[config.mk]
export PLATFORM = sky130hd
export DESIGN_NAME = rtcc_timekeeping_core
export DESIGN_NICKNAME = d
export VERILOG_FILES = /design/src/rtcc_pkg.sv /design/src/rtcc_timekeeping_core.sv
export SDC_FILE = /design/constraint.sdc
export NUM_CORES = 1
export LEC_CHECK = 0
export BUFFER_PORTS_ARGS = -buffer_cell sky130_fd_sc_hd__buf_2
export CORE_MARGIN = 4
export CORE_UTILIZATION = 55
export CTS_CLUSTER_SIZE = 20
export DETAILED_ROUTE_END_ITERATION = 7
export GPL_TIMING_DRIVEN = 0
export HOLD_SLACK_MARGIN = 0.06
export PLACE_DENSITY = 0.72
export REMOVE_ABC_BUFFERS = 1
export SKIP_LAST_GASP = 1
export SLEW_MARGIN = 5
export SYNTH_ARGS = -nofsm -noshare
export SYNTH_HDL_FRONTEND = slang
export SYNTH_SLANG_ARGS = --single-unit
[constraint.sdc]
create_clock -name clk -period 3.76 [get_ports clk]
set_clock_uncertainty 0.05 [all_clocks]
set_input_delay 0.376 -clock clk [delete_from_list [all_inputs] [get_ports clk]]
set_output_delay 0.376 -clock clk [all_outputs]
set_load 0.1 [all_outputs]
[src/rtcc_pkg.sv]
// rtcc_pkg: register map, field positions, reset values and timing constants of the timekeeping core
package rtcc_pkg;

  // register addresses
  localparam logic [7:0] ADDR_HSEC = 8'h00;
  localparam logic [7:0] ADDR_SEC = 8'h01;
  localparam logic [7:0] ADDR_MIN = 8'h02;
  localparam logic [7:0] ADDR_HOUR = 8'h03;
  localparam logic [7:0] ADDR_WKDAY = 8'h04;
  localparam logic [7:0] ADDR_DATE = 8'h05;
  localparam logic [7:0] ADDR_MTH = 8'h06;
  localparam logic [7:0] ADDR_YEAR = 8'h07;
  localparam logic [7:0] ADDR_CTRL = 8'h08;
  localparam logic [7:0] ADDR_CLK_LAST = 8'h1F;
  localparam int unsigned NUM_TK_REGS = 9;

  // field positions
  localparam int unsigned SEC_START_BIT = 7;
  localparam int unsigned HOUR_FMT_BIT = 6;
  localparam int unsigned HOUR_PM_BIT = 5;
  localparam int unsigned WKDAY_VBAT_BIT = 3;
  localparam int unsigned CTRL_EXT_BIT = 3;

  // values after reset
  localparam logic [7:0] RST_HSEC = 8'h00;
  localparam logic [7:0] RST_SEC = 8'h00;
  localparam logic [7:0] RST_MIN = 8'h00;
  localparam logic [7:0] RST_HOUR = 8'h00;
  localparam logic [2:0] RST_WKDAY = 3'h1;
  localparam logic [7:0] RST_DATE = 8'h01;
  localparam logic [4:0] RST_MTH = 5'h01;
  localparam logic [7:0] RST_YEAR = 8'h01;
  localparam logic [7:0] RST_CTRL = 8'h00;

  // oscillator and hundredths timing
  localparam logic [5:0] RUN_EDGES_LAST = 6'd31;
  localparam logic [2:0] TICK_DIV_LAST = 3'h7;
  localparam logic [5:0] HSEC_LONG_LAST = 6'd40;
  localparam logic [5:0] HSEC_SHORT_LAST = 6'd39;
  localparam logic [4:0] HSEC_PHASE_LAST = 5'd24;

  // oscillator-stop timeout, least time so rounded up
  localparam int unsigned CLK_PERIOD_NS = 50;
  localparam int unsigned OSF_TIMEOUT_US = 1000;
  localparam int unsigned OSF_CYCLES = (OSF_TIMEOUT_US * 1000 + CLK_PERIOD_NS - 1) / CLK_PERIOD_NS;

  // read buffer state
  typedef enum logic [1:0] {
    RD_IDLE = 2'b01,
    RD_BURST = 2'b10
  } rtcc_rd_e;

endpackage

[src/rtcc_timekeeping_core.sv]
// rtcc_timekeeping_core: oscillator monitor, hundredths generator, bcd calendar and buffered register port
`timescale 1ns/1ps
// Overview of operation
// - external 32.768 kHz clock on the crystal pin is used while external select is set, even with the start bit clear.
// - running flag sets by itself after 32 oscillator cycles are seen.
// - running flag clears itself when no oscillator cycle is seen beyond the stop timeout.
// - separate hundredths, seconds, minutes, hours, weekday, date, month, two-digit year registers.
// - months shorter than 31 days and leap years 2001 to 2099 handled automatically.
// - hours count in 12-hour or 24-hour format as the format bit selects.
// - weekday counts 1 to 7, advances at midnight, wraps to 1 with no carry.
// - every time and date field is kept and shown in bcd.
// - timekeeping keeps advancing while running from the backup supply.
// - a read starting at addresses 0x00 to 0x1F captures live counters into buffers.
// - in a burst read, buffers refresh whenever the address wraps 0x1F to 0x00.
// - day ends 23:59:59.99 to 00:00:00.00, or 11:59:59.99 PM to 12 AM; carries date, weekday.
// - date carries after 31, 30, or February 28 / 29 in leap years.
// - after December 31 the calendar goes to January 1 and the year increments.
// - year wraps 99 to 00 without further carry.
// - hundredths advance every 41 ticks of 4.096 kHz 24 times, then once after 40.
// - crystal oscillator runs only while the start bit is set.
// - format bit 1 selects 12-hour, 0 selects 24-hour; PM indicator 1 means afternoon.
module rtcc_timekeeping_core
  import rtcc_pkg::*;
#(
  parameter int unsigned OSF_LIMIT = OSF_CYCLES
) (
  input wire logic clk,
  input wire logic nrst,
  input wire logic ce,
  input wire logic crystal_input_pin,
  input wire logic wr_en,
  input wire logic rd_start,
  input wire logic rd_next,
  input wire logic [7:0] addr,
  input wire logic [7:0] wdata,
  output logic [7:0] rdata,
  output logic oscillator_running_flag,
  output logic osc_drive_en
);

  ////////////////////////////////////////////////////////////////////////////
  // helpers

  function automatic logic [7:0] bcd_inc(input logic [7:0] v);
    return (v[3:0] == 4'h9) ? {4'(v[7:4] + 4'h1), 4'h0} : {v[7:4], 4'(v[3:0] + 4'h1)};
  endfunction

  // wraps from last to first, otherwise one bcd step up
  function automatic logic [7:0] bcd_step(input logic [7:0] v, input logic [7:0] last, input logic [7:0] first);
    return (v == last) ? first : bcd_inc(v);
  endfunction

  // two-digit year divisible by four; 00 counts as leap, right for 2000 and 2400
  function automatic logic is_leap(input logic [7:0] y);
    if (!y[4]) begin
      return (y[3:0] == 4'h0) || (y[3:0] == 4'h4) || (y[3:0] == 4'h8);
    end
    return (y[3:0] == 4'h2) || (y[3:0] == 4'h6);
  endfunction

  function automatic logic [7:0] month_last(input logic [4:0] m, input logic leap);
    if (m == 5'h02) begin
      return leap ? 8'h29 : 8'h28;
    end else if ((m == 5'h04) || (m == 5'h06) || (m == 5'h09) || (m == 5'h11)) begin
      return 8'h30;
    end
    return 8'h31;
  endfunction

  ////////////////////////////////////////////////////////////////////////////
  // pin synchroniser: [0] and [1] form the two-flop chain, [2] delays for edge detect

  logic [2:0] pin_sync_q, pin_sync_d;
  logic osc_edge;

  always_comb begin
    pin_sync_d = {pin_sync_q[1:0], crystal_input_pin};
  end

  always_ff @(posedge clk or negedge nrst) begin
    if (!nrst) begin
      pin_sync_q <= 3'h0;
    end else if (ce) begin
      pin_sync_q <= pin_sync_d;
    end
  end

  assign osc_edge = pin_sync_q[1] & ~pin_sync_q[2];

  ////////////////////////////////////////////////////////////////////////////
  // timekeeping state

  logic [7:0] hsec_q, hsec_d, sec_q, sec_d, min_q, min_d, hour_q, hour_d;
  logic [7:0] date_q, date_d, year_q, year_d, ctrl_q, ctrl_d;
  logic [4:0] mth_q, mth_d, phase_q, phase_d;
  logic [2:0] wkday_q, wkday_d, div_q, div_d;
  logic [5:0] edge_cnt_q, edge_cnt_d, tick_cnt_q, tick_cnt_d;
  logic [31:0] idle_cnt_q, idle_cnt_d;
  logic vbat_q, vbat_d, run_q, run_d, drive_q, drive_d;
  logic osc_en, edge_ok, tick, hstep, day_c, date_c, mth_c;
  logic [7:0] tmp;

  // the crystal amplifier is only driven in crystal mode; external mode takes the pin directly
  assign osc_en = ctrl_q[CTRL_EXT_BIT] | sec_q[SEC_START_BIT];
  assign edge_ok = osc_edge & osc_en;
  assign tick = edge_ok && (div_q == TICK_DIV_LAST);

  // running monitor, divider, hundredths pattern, bcd cascade and host writes
  always_comb begin
    drive_d = sec_q[SEC_START_BIT] & ~ctrl_q[CTRL_EXT_BIT];
    run_d = run_q;
    edge_cnt_d = edge_cnt_q;
    idle_cnt_d = idle_cnt_q;
    div_d = div_q;
    tick_cnt_d = tick_cnt_q;
    phase_d = phase_q;
    hstep = 1'b0;
    day_c = 1'b0;
    date_c = 1'b0;
    mth_c = 1'b0;
    tmp = 8'h00;
    hsec_d = hsec_q;
    sec_d = sec_q;
    min_d = min_q;
    hour_d = hour_q;
    wkday_d = wkday_q;
    date_d = date_q;
    mth_d = mth_q;
    year_d = year_q;
    ctrl_d = ctrl_q;
    vbat_d = vbat_q;
    // set and clear are never in the same cycle: set needs an edge, clear needs none
    if (edge_ok) begin
      idle_cnt_d = 32'h0;
      div_d = 3'(div_q + 3'h1);
      if (edge_cnt_q != 6'd32) begin
        edge_cnt_d = 6'(edge_cnt_q + 6'd1);
      end
      if (edge_cnt_q == RUN_EDGES_LAST) begin
        run_d = 1'b1;
      end
    end else if (idle_cnt_q == OSF_LIMIT) begin
      run_d = 1'b0;
      edge_cnt_d = 6'd0;
    end else begin
      idle_cnt_d = 32'(idle_cnt_q + 32'h1);
    end
    // 24 periods of 41 ticks then one of 40 give exactly 250 ms per 25 steps
    if (tick) begin
      if (tick_cnt_q == ((phase_q == HSEC_PHASE_LAST) ? HSEC_SHORT_LAST : HSEC_LONG_LAST)) begin
        tick_cnt_d = 6'd0;
        phase_d = (phase_q == HSEC_PHASE_LAST) ? 5'd0 : 5'(phase_q + 5'd1);
        hstep = 1'b1;
      end else begin
        tick_cnt_d = 6'(tick_cnt_q + 6'd1);
      end
    end
    // bcd cascade, runs from the same timebase on main or backup supply
    if (hstep) begin
      hsec_d = bcd_step(hsec_q, 8'h99, 8'h00);
      if (hsec_q == 8'h99) begin
        tmp = bcd_step({1'b0, sec_q[6:0]}, 8'h59, 8'h00);
        sec_d = {sec_q[SEC_START_BIT], tmp[6:0]};
        if (sec_q[6:0] == 7'h59) begin
          min_d = bcd_step(min_q, 8'h59, 8'h00);
          if (min_q == 8'h59) begin
            if (hour_q[HOUR_FMT_BIT]) begin
              tmp = {3'h0, hour_q[4:0]};
              if (tmp == 8'h12) begin
                hour_d[4:0] = 5'h01;
              end else if (tmp == 8'h11) begin
                hour_d[4:0] = 5'h12;
                hour_d[HOUR_PM_BIT] = ~hour_q[HOUR_PM_BIT];
                day_c = hour_q[HOUR_PM_BIT];
              end else begin
                tmp = bcd_inc(tmp);
                hour_d[4:0] = tmp[4:0];
              end
            end else begin
              tmp = bcd_step({2'h0, hour_q[5:0]}, 8'h23, 8'h00);
              hour_d[5:0] = tmp[5:0];
              day_c = (hour_q[5:0] == 6'h23);
            end
          end
        end
      end
    end
    if (day_c) begin
      wkday_d = (wkday_q == 3'h7) ? 3'h1 : 3'(wkday_q + 3'h1);
      date_c = (date_q == month_last(mth_q, is_leap(year_q)));
      date_d = bcd_step(date_q, month_last(mth_q, is_leap(year_q)), 8'h01);
    end
    if (date_c) begin
      mth_c = (mth_q == 5'h12);
      tmp = bcd_step({3'h0, mth_q}, 8'h12, 8'h01);
      mth_d = tmp[4:0];
    end
    if (mth_c) begin
      year_d = bcd_step(year_q, 8'h99, 8'h00);
    end
    // a host write wins over a same-cycle count; values are trusted to be valid bcd
    if (wr_en) begin
      if (addr == ADDR_HSEC) begin
        hsec_d = wdata;
      end else if (addr == ADDR_SEC) begin
        sec_d = wdata;
      end else if (addr == ADDR_MIN) begin
        min_d = {1'b0, wdata[6:0]};
      end else if (addr == ADDR_HOUR) begin
        hour_d = wdata;
      end else if (addr == ADDR_WKDAY) begin
        vbat_d = wdata[WKDAY_VBAT_BIT];
        wkday_d = wdata[2:0];
      end else if (addr == ADDR_DATE) begin
        date_d = {2'h0, wdata[5:0]};
      end else if (addr == ADDR_MTH) begin
        mth_d = wdata[4:0];
      end else if (addr == ADDR_YEAR) begin
        year_d = wdata;
      end else if (addr == ADDR_CTRL) begin
        ctrl_d = wdata;
      end
    end
  end

  always_ff @(posedge clk or negedge nrst) begin
    if (!nrst) begin
      run_q <= 1'b0;
      drive_q <= 1'b0;
      edge_cnt_q <= 6'd0;
      idle_cnt_q <= 32'h0;
      div_q <= 3'h0;
      tick_cnt_q <= 6'd0;
      phase_q <= 5'd0;
      hsec_q <= RST_HSEC;
      sec_q <= RST_SEC;
      min_q <= RST_MIN;
      hour_q <= RST_HOUR;
      wkday_q <= RST_WKDAY;
      vbat_q <= 1'b0;
      date_q <= RST_DATE;
      mth_q <= RST_MTH;
      year_q <= RST_YEAR;
      ctrl_q <= RST_CTRL;
    end else if (ce) begin
      run_q <= run_d;
      drive_q <= drive_d;
      edge_cnt_q <= edge_cnt_d;
      idle_cnt_q <= idle_cnt_d;
      div_q <= div_d;
      tick_cnt_q <= tick_cnt_d;
      phase_q <= phase_d;
      hsec_q <= hsec_d;
      sec_q <= sec_d;
      min_q <= min_d;
      hour_q <= hour_d;
      wkday_q <= wkday_d;
      vbat_q <= vbat_d;
      date_q <= date_d;
      mth_q <= mth_d;
      year_q <= year_d;
      ctrl_q <= ctrl_d;
    end
  end

  ////////////////////////////////////////////////////////////////////////////
  // read buffers: a snapshot keeps a multi-byte read free of mid-read rollover

  logic [7:0] live [0:NUM_TK_REGS-1];
  logic [7:0] snap_q [0:NUM_TK_REGS-1];
  logic [7:0] snap_d [0:NUM_TK_REGS-1];
  logic [7:0] rd_ptr_q, rd_ptr_d, rdata_q, rdata_d;
  rtcc_rd_e rd_st_q, rd_st_d;

  always_comb begin
    live[0] = hsec_q;
    live[1] = sec_q;
    live[2] = min_q;
    live[3] = hour_q;
    live[4] = {2'h0, run_q, 1'b0, vbat_q, wkday_q};
    live[5] = date_q;
    live[6] = {2'h0, is_leap(year_q), mth_q};
    live[7] = year_q;
    live[8] = ctrl_q;
  end

  // registers 0x09 to 0x1F are outside this core and read as zero
  always_comb begin
    snap_d = snap_q;
    rd_ptr_d = rd_ptr_q;
    rd_st_d = rd_st_q;
    rdata_d = rdata_q;
    if (rd_start) begin
      if (addr <= ADDR_CLK_LAST) begin
        snap_d = live;
        rd_ptr_d = addr;
        rd_st_d = RD_BURST;
        rdata_d = (addr <= ADDR_CTRL) ? live[addr[3:0]] : 8'h00;
      end else begin
        rd_st_d = RD_IDLE;
        rdata_d = 8'h00;
      end
    end else if (rd_next && (rd_st_q == RD_BURST)) begin
      case (rd_ptr_q)
        ADDR_CLK_LAST: begin
          snap_d = live;
          rd_ptr_d = 8'h00;
          rdata_d = live[0];
        end
        default: begin
          rd_ptr_d = 8'(rd_ptr_q + 8'h01);
          rdata_d = (rd_ptr_q < ADDR_CTRL) ? snap_q[4'(rd_ptr_q[3:0] + 4'h1)] : 8'h00;
        end
      endcase
    end
  end

  always_ff @(posedge clk or negedge nrst) begin
    if (!nrst) begin
      for (int i = 0; i < NUM_TK_REGS; i++) begin
        snap_q[i] <= 8'h00;
      end
      rd_ptr_q <= 8'h00;
      rd_st_q <= RD_IDLE;
      rdata_q <= 8'h00;
    end else if (ce) begin
      snap_q <= snap_d;
      rd_ptr_q <= rd_ptr_d;
      rd_st_q <= rd_st_d;
      rdata_q <= rdata_d;
    end
  end

  assign rdata = rdata_q;
  assign oscillator_running_flag = run_q;
  assign osc_drive_en = drive_q;
endmodule // rtcc_timekeeping_core

==> flow_metrics.env, run 1 <==
export IMPL_die_x_extent_um=156.2
export IMPL_grt_pass1_wl_um=51050
export IMPL_period_share=0.9070
export IMPL_cts_root_to_sink_buffers=3
export IMPL_synth_edf_count=0
export IMPL_ios=33
export IMPL_reg2reg_setup_slack_ps=350
export IMPL_cts_inserted_buffers=23
export IMPL_worstPathBufferInverterCount=0
export IMPL_timing_critical_path_slowest_stage_cell="sky130_fd_sc_hd__or3b_2"
export IMPL_switching_share=0.2781
export IMPL_critical_path_startpoint="hour_q[3]"
export IMPL_clock_network_power_share=0.388
export IMPL_clk_root_buffer_cell="sky130_fd_sc_hd__clkbuf_16"
export IMPL_antenna_cells_inserted=0
export IMPL_design_area_mm2=0.01315
export IMPL_grt_total_usage=0.2585
export IMPL_area_growth_pct=8.854
export IMPL_floorplan_initialDensity=0.5676
export IMPL_filler_cell_count=1751
export IMPL_total_switching_power_mw=1.548
export IMPL_first_global_vias=9414
export IMPL_grt_start_max_net_pins=110
export IMPL_power_report_internal_total_mw=4.018
export IMPL_fin_hold_ws_ps=184.1
export IMPL_outcome="finished clean"
export IMPL_critPathRequiredTime_ps=4100
export IMPL_path_depth=9
export IMPL_route_antenna_remaining_nets=0
export IMPL_mostFrequentLayoutCells="201 x sky130_fd_sc_hd__dfrtp_1, 122 x sky130_fd_sc_hd__nand2_1, 91 x sky130_fd_sc_hd__nor2_1"
export IMPL_power_frac_comb=0.148
export IMPL_gp_routability_congestion=0.8407
export IMPL_core_area_mm2=0.02129
export IMPL_clkSinkCount=207
export IMPL_area_share_of_the_largest_cell_type_after_synthesis=0.4183
export IMPL_highest_routed_metal_layer="met5"
export IMPL_static_leakage_power_nw=5.707
export IMPL_synth_ff_type="sky130_fd_sc_hd__dfrtp_1"
export IMPL_final_max_slew_violation_count=0
export IMPL_power_per_cell_area_mw_per_mm2=423.2
export IMPL_overflow=0
export IMPL_timing_hold_worst_start="wdata[7]"
export IMPL_post_route_cells_drive_above_1_share=0.1746
export IMPL_syn_area_per_cell_um2=9.945
export IMPL_pwr_total_mw=5.566
export IMPL_slowest_delay_ps=550
export IMPL_design_final_nets=1265
export IMPL_synth_cells=1215
export IMPL_wl_met3_um=2081
export IMPL_ys_types=79
export IMPL_reg2regPathDepth=9
export IMPL_final_routed_wire_length_divided_by_cell_count_um=20.70
export IMPL_final_period_minus_worst_setup_slack_ps=3410
export IMPL_port_buffers=32
export IMPL_detail_route_iter0_violations=787
export IMPL_timing_critical_path_cells="or3b_2 > nor2_1 > ha_1 > o21ai_0 > a211oi_2 > nand3_1 > nor4_4 > o22ai_1 > a221o_1"
export IMPL_clk_latency_worst_skew_pair_ps=510
export IMPL_synthesis_area_mm2=0.01208
export IMPL_seq_area_frac_synth=0.4292
export IMPL_maxCapViolations=0
export IMPL_avgViaCountPerCell=6.437
export IMPL_worst_r2r_endpoint="year_q[5]"
export IMPL_core_rowCount=53
export IMPL_endpoint_kind="register"
export IMPL_clock_tree_from_tritoncts="built"
export IMPL_worst_r2r_startpoint="hour_q[3]"
export IMPL_worstMarginPinSlew_ps=1287
export IMPL_synthesis_stage_register_bit_count=207
export IMPL_pwr_share_seq=0.464
export IMPL_hold_viol=0
export IMPL_crit_path_end="year_q[5]"
export IMPL_m1WireLength_um=13830
export IMPL_total_iterations_of_the_first_detailed_routing_run=5
export IMPL_worst_path_max_fanout=9
export IMPL_top_family_by_delay_on_critical_path="simple AND/OR/NAND/NOR gates"
export IMPL_placedInstanceArea_mm2=0.01240
export IMPL_setup_viol=0
export IMPL_criticalPathCategory="register to register"
export IMPL_dp_hpwl_um=20590
export IMPL_timing_critical_path_arrival_ps=3750
export IMPL_clk_pin_slew_ps=60
export IMPL_hold_path_class="input pin to register"
export IMPL_count_of_h_tree_levels_built_during_cts=1
export IMPL_dieHeight_um=156.2
export IMPL_final_cell_count_no_fill=1501
export IMPL_layout_cells_most_common="sky130_fd_sc_hd__dfrtp_1"
export IMPL_routed_via_count=9662
export IMPL_rsz0062_at_grt="false"
export IMPL_synth_top_cells_by_area="sky130_fd_sc_hd__dfrtp_1 42%, sky130_fd_sc_hd__mux2_2 8.4%, sky130_fd_sc_hd__mux4_2 4.5%"
export IMPL_finish_utilization=0.6179
export IMPL_max_vdd_ir_drop_mv=0.3403
export IMPL_detail_route_drc_violations=0
export IMPL_postRouteWirelength_um=31070
export IMPL_fraction_of_registers_with_async_set_reset=1.000
export IMPL_dp_cells=1457
export IMPL_synth_top_cell_by_area="sky130_fd_sc_hd__dfrtp_1"
export IMPL_maxClockFrequency_ghz=0.2932
export IMPL_ys_warnings_count=0
export IMPL_worst_setup_path_start_kind="register"
export IMPL_fp_dieArea_mm2=0.02440
export IMPL_wl_met2_um=13960
export IMPL_antenna_violations_before_repair=1
export IMPL_maxSlewHeadroom=0.1364
-- final cells by class --
| type | count | area (µm²) | share of cell area |
|---|---|---|---|
| multi-input cells | 901 | 6484 | 0.4930 |
| flip-flops and latches | 207 | 5190 | 0.3946 |
| repair buffers | 38 | 267.8 | 0.02036 |
| clock buffers | 38 | 701.9 | 0.05337 |
| inverters | 39 | 147.6 | 0.01123 |
| clock inverters | 3 | 17.52 | 0.001332 |
| well taps | 275 | 344.1 | 0.02616 |
-- Yosys cell counts (8+ instances only) --
cell,count
sky130_fd_sc_hd__a21oi_1,55
sky130_fd_sc_hd__xor2_1,35
sky130_fd_sc_hd__nor3_1,23
sky130_fd_sc_hd__nand3_1,51
sky130_fd_sc_hd__mux2_2,90
sky130_fd_sc_hd__nor4b_1,8
sky130_fd_sc_hd__mux2i_1,15
sky130_fd_sc_hd__o22ai_1,12
sky130_fd_sc_hd__o21ai_0,72
sky130_fd_sc_hd__and3_1,19
sky130_fd_sc_hd__dfrtp_1,202
sky130_fd_sc_hd__nand4_1,23
sky130_fd_sc_hd__o31ai_1,11
sky130_fd_sc_hd__a22oi_1,14
sky130_fd_sc_hd__clkbuf_1,43
sky130_fd_sc_hd__inv_1,38
sky130_fd_sc_hd__a31oi_1,9
sky130_fd_sc_hd__or3_1,10
sky130_fd_sc_hd__and2_1,11
sky130_fd_sc_hd__nor4_1,14
sky130_fd_sc_hd__nand2_1,122
sky130_fd_sc_hd__buf_2,17
sky130_fd_sc_hd__nor3b_1,11
sky130_fd_sc_hd__nor2_1,92
sky130_fd_sc_hd__o211ai_1,8
sky130_fd_sc_hd__mux4_2,24
sky130_fd_sc_hd__ha_1,32
sky130_fd_sc_hd__nor2b_1,9
-- state kept, by name, indices dropped and copies added (netlist names) --
name and cells:
min_q 8, snap_q 67, pin_sync_q 3, tick_cnt_q 6, ctrl_q 8, rd_ptr_q 8
idle_cnt_q 32, date_q 8, edge_cnt_q 6, year_q 8, wkday_q 3, hsec_q 8
mth_q 5, vbat_q 1, phase_q 5, rd_st_q 2, div_q 3, hour_q 8
rdata 8, sec_q 8, oscillator_running_flag 1, osc_drive_en 1
-- timing repair --
| action | 4_1_cts | 5_1_grt |
|---|---|---|
| hold endpoints to repair | 106 | 0 |
| setup buffers | 0 | 1 |
| endpoints found under the setup margin | 55 | 49 |
| pin swaps | 0 | 1 |
| resized for setup | 1 | 2 |
| hold buffers | 2 | 0 |
-- metrics by stage --
| step | setup slack, ps | setup TNS (ps) |
|---|---|---|
| after floorplan | -1616 | -108240 |
| after global placement | -4103 | -574420 |
| after detailed placement | -428.4 | -16110 |
| after CTS | 8.156 | 0 |
| after global routing | 152.2 | 0 |
| final | 349.8 | 0 |
-- power by group through the flow --
stage / logic [mW] / registers [mW] / clock network [mW]
after detailed placement: 0.823 / 2.61 / 0
after floorplan: 0.540 / 2.56 / 0
after global placement: 0.800 / 2.61 / 0
final: 0.823 / 2.58 / 2.16
after global routing: 0.910 / 2.61 / 2.29
after CTS: 0.828 / 2.58 / 2.19
-- worst reg2reg max path, stage by stage, from the launching register on --
cell	delay, ps
sky130_fd_sc_hd__dfrtp_1	500
sky130_fd_sc_hd__or3b_2	550
sky130_fd_sc_hd__nor2_1	120
sky130_fd_sc_hd__ha_1	140
sky130_fd_sc_hd__o21ai_0	90
sky130_fd_sc_hd__a211oi_2	510
sky130_fd_sc_hd__nand3_1	390
sky130_fd_sc_hd__nor4_4	480
sky130_fd_sc_hd__o22ai_1	180
sky130_fd_sc_hd__a221o_1	290
-- kinds of logic after synthesis --
family / Yosys count / synth area share
xor gates and xnor gates: 40 / 0.02899
buffers and inverters: 107 / 0.03531
and+or+nand+nor: 441 / 0.1922
adders and majority gates: 32 / 0.03314
muxes: 130 / 0.1422
DFF: 207 / 0.4292
AOI/OAI and AO/OA: 258 / 0.1390
-- metal layers --
metal  up-vias  track usage
met5         -            0
met4         2      0.09091
met3        70      0.04093
met2       318       0.4020
met1      4811       0.3717
li1       4461            -
-- worst min-delay path by stage --
stage | end | slack, ps | depth (start not counted)
after floorplan | ctrl_q[0] | 30 | 0
after global routing | hour_q[7] | 180 | 2
after global placement | rdata[7] | 410 | 2
after detailed placement | rdata[7] | 420 | 2
final | ctrl_q[7] | 180 | 2
after CTS | hour_q[7] | 170 | 2
Note: power is estimated with default switching activity, not from simulation.
==> inputs of run 2 (changes only) <==
--- a/config.mk
+++ b/config.mk
@@ -6,13 +6,15 @@
 export NUM_CORES = 1
 export LEC_CHECK = 0
 export BUFFER_PORTS_ARGS = -buffer_cell sky130_fd_sc_hd__buf_2
+export CELL_PAD_IN_SITES_DETAIL_PLACEMENT = 0
+export CELL_PAD_IN_SITES_GLOBAL_PLACEMENT = 2
 export CORE_MARGIN = 4
-export CORE_UTILIZATION = 55
+export CORE_UTILIZATION = 42
 export CTS_CLUSTER_SIZE = 20
 export DETAILED_ROUTE_END_ITERATION = 7
 export GPL_TIMING_DRIVEN = 0
 export HOLD_SLACK_MARGIN = 0.06
-export PLACE_DENSITY = 0.72
+export PLACE_DENSITY_LB_ADDON = 0.05
 export REMOVE_ABC_BUFFERS = 1
 export SKIP_LAST_GASP = 1
 export SLEW_MARGIN = 5
==> run 2 against run 1 <==
Net effect:
- die area up 29%
- highest routed layer is now met4
- via count down 2.2%
- final cell count up 7.5%
- sequential share of layout area down 1.1 points
- critical endpoint is now snap_q[32]
- setup slack worse by 130 ps
- flip-flop and latch count unchanged
- maximum frequency down 3.7%
- register-to-register slack worse by 130 ps
- final area up 2.9%
- non-clock buffer count up 2
- total power up 8.0%
- global-route usage down 3.5 points
- largest power group unchanged
==> flow_metrics.env, run 2 (same netlist as run 1, synthesis figures left out) <==
export IMPL_outcome="finished clean"
export IMPL_grt_total_usage=0.2238
export IMPL_timing_critical_path_arrival_ps=3900
export IMPL_hold_path_endpoint="rd_ptr_q[4]"
export IMPL_timing_critical_path_slowest_stage_cell="sky130_fd_sc_hd__dfrtp_4"
export IMPL_fin_ws_ps=217.2
export IMPL_hold_viol=0
export IMPL_power_frac_comb=0.142
export IMPL_clkSinkCount=207
export IMPL_reg2regPathDepth=7
export IMPL_setup_viol=0
export IMPL_cts_inserted_buffers=26
export IMPL_final_max_slew_violation_count=0
export IMPL_clk_root_buffer_cell="sky130_fd_sc_hd__clkbuf_16"
export IMPL_grt_start_max_net_pins=94
export IMPL_route_antenna_remaining_nets=0
export IMPL_worstMarginPinSlew_ps=1286
export IMPL_slowest_delay_ps=710
export IMPL_layout_cells_most_common="sky130_fd_sc_hd__dfrtp_1"
export IMPL_power_report_internal_total_mw=4.356
export IMPL_finish_utilization=0.4817
export IMPL_routed_via_count=9447
export IMPL_clock_network_power_share=0.428
export IMPL_post_route_cells_drive_above_1_share=0.1820
export IMPL_design_area_mm2=0.01353
export IMPL_final_period_minus_worst_setup_slack_ps=3543
export IMPL_total_iterations_of_the_first_detailed_routing_run=5
export IMPL_postCtsSetupRepairBufs=0
export IMPL_mostFrequentLayoutCells="201 x sky130_fd_sc_hd__dfrtp_1, 122 x sky130_fd_sc_hd__nand2_1, 91 x sky130_fd_sc_hd__nor2_1"
export IMPL_maxClockFrequency_ghz=0.2823
export IMPL_timing_hold_worst_start="addr[4]"
export IMPL_switching_share=0.2754
export IMPL_count_of_h_tree_levels_built_during_cts=1
export IMPL_endpoint_kind="register"
export IMPL_dp_hpwl_um=23400
export IMPL_antenna_cells_inserted=0
export IMPL_overflow=0
export IMPL_placedInstanceArea_mm2=0.01259
export IMPL_maxSlewHeadroom=0.1426
export IMPL_worst_hold_path_num_cells=3
export IMPL_area_growth_pct=11.98
export IMPL_critPathMostFrequentCell="sky130_fd_sc_hd__and3_1"
export IMPL_cts_root_to_sink_buffers=3
export IMPL_criticalPathCategory="register to register"
export IMPL_timing_critical_path_cells="ha_1 > and3_1 > and3_1 > nor2_1 > nor2_4 > buf_12 > mux2_2"
export IMPL_largest_register="snap_q"
export IMPL_worst_path_max_fanout=24
export IMPL_dieHeight_um=177.6
export IMPL_design_final_nets=1271
export IMPL_postRouteWirelength_um=34940
export IMPL_layout_top_registers="snap_q: 67 flops, idle_cnt_q: 32 flops"
export IMPL_grt_pass1_wl_um=55680
export IMPL_gp_routability_congestion=0.8201
export IMPL_worst_r2r_endpoint="snap_q[32]"
export IMPL_fp_dieArea_mm2=0.03155
export IMPL_period_share=0.9422
export IMPL_detail_route_iter0_violations=705
export IMPL_clk_latency_worst_skew_pair_ps=530
export IMPL_clk_pin_slew_ps=60
export IMPL_detailedPlace_worstSlack_ps=-32.25
export IMPL_core_rowCount=61
export IMPL_floorplan_initialDensity=0.4302
export IMPL_ios=33
export IMPL_port_buffers=32
export IMPL_reg2reg_setup_slack_ps=220
export IMPL_rsz0062_at_grt="false"
export IMPL_pwr_total_mw=6.011
export IMPL_maxCapViolations=0
export IMPL_critPathRequiredTime_ps=4120
export IMPL_static_leakage_power_nw=5.828
export IMPL_power_per_cell_area_mw_per_mm2=444.2
export IMPL_worst_r2r_startpoint="rd_ptr_q[0]"
export IMPL_total_switching_power_mw=1.655
export IMPL_pwr_share_seq=0.430
export IMPL_hold_path_class="input pin to register"
export IMPL_number_of_flip_flops_in_the_largest_register=67
export IMPL_first_global_vias=9224
export IMPL_final_routed_wire_length_divided_by_cell_count_um=21.65
export IMPL_core_area_mm2=0.02809
export IMPL_die_x_extent_um=177.6
export IMPL_antenna_violations_before_repair=0
export IMPL_max_vdd_ir_drop_mv=0.2601
export IMPL_avgViaCountPerCell=5.853
export IMPL_worst_setup_path_start_kind="register"
export IMPL_clock_tree_from_tritoncts="built"
export IMPL_detail_route_drc_violations=0
==> run 2: power by group through the flow <==
stage                     logic, mW  registers, mW  clock network (mW)
after floorplan               0.540           2.56                   0
after global placement        0.835           2.62                   0
after detailed placement      0.855           2.62                   0
after CTS                     0.861           2.58                2.64
after global routing          0.943           2.61                2.74
final                         0.851           2.59                2.57
==> run 2: metrics by stage <==
stage | hold WS, ps | TNS [ps] | cells
2_1_floorplan | 30.41 | -108240 | 1147
3_3_place_gp | 409.2 | -701570 | 1557
3_5_place_dp | 257.7 | -59.28 | 1562
4_1_cts | 145.0 | 0 | 1614
5_1_grt | 174.0 | 0 | 1614
6_report | 160.7 | 0 | 1614
==> run 2: timing repair <==
item                                    4_1_cts  5_1_grt
pin swaps                                     1        0
endpoints found under the hold margin        47        0
hold buffers                                  3        0
endpoints found under the setup margin       28       59
cloned                                        1        0
gates resized for setup                       1        1
==> run 2: final cells by class <==
class / count / area [µm²]
fill: 2726 / 14560
multi-input combinational: 902 / 6494
sequential: 207 / 5190
clock buffer: 45 / 853.3
tap: 378 / 473.0
timing repair buffer: 40 / 332.8
inverter: 39 / 147.6
clock inverter: 3 / 40.04
==> run 2: worst max-delay path by stage <==
stage / startpoint / end / slack (ps) / cells after the start
after global placement: ce / snap_q[21] / -4820 / 5
after floorplan: rd_ptr_q[0] / snap_q[0] / -1620 / 6
after CTS: rd_ptr_q[0] / snap_q[32] / 20 / 7
after global routing: hour_q[3] / year_q[6] / 110 / 9
after detailed placement: hour_q[3] / year_q[5] / -30 / 9
final: rd_ptr_q[0] / snap_q[32] / 220 / 7
==> run 2: layer usage <==
metal	vias up	share of wire	GRT usage
li1	4481	-	-
met1	4781	0.48	0.3265
met2	150	0.47	0.3649
met3	35	0.036	0.02642
met4	0	0.012	0.03932
met5	-	0	0
==> run 2: critical path: cells and delay by family, from the launching register on <==
family | cells | cell delay (ps)
buf+inv | 1 | 250
simple gates | 4 | 1640
mux | 1 | 360
flops | 1 | 710
fa+ha+maj | 1 | 370
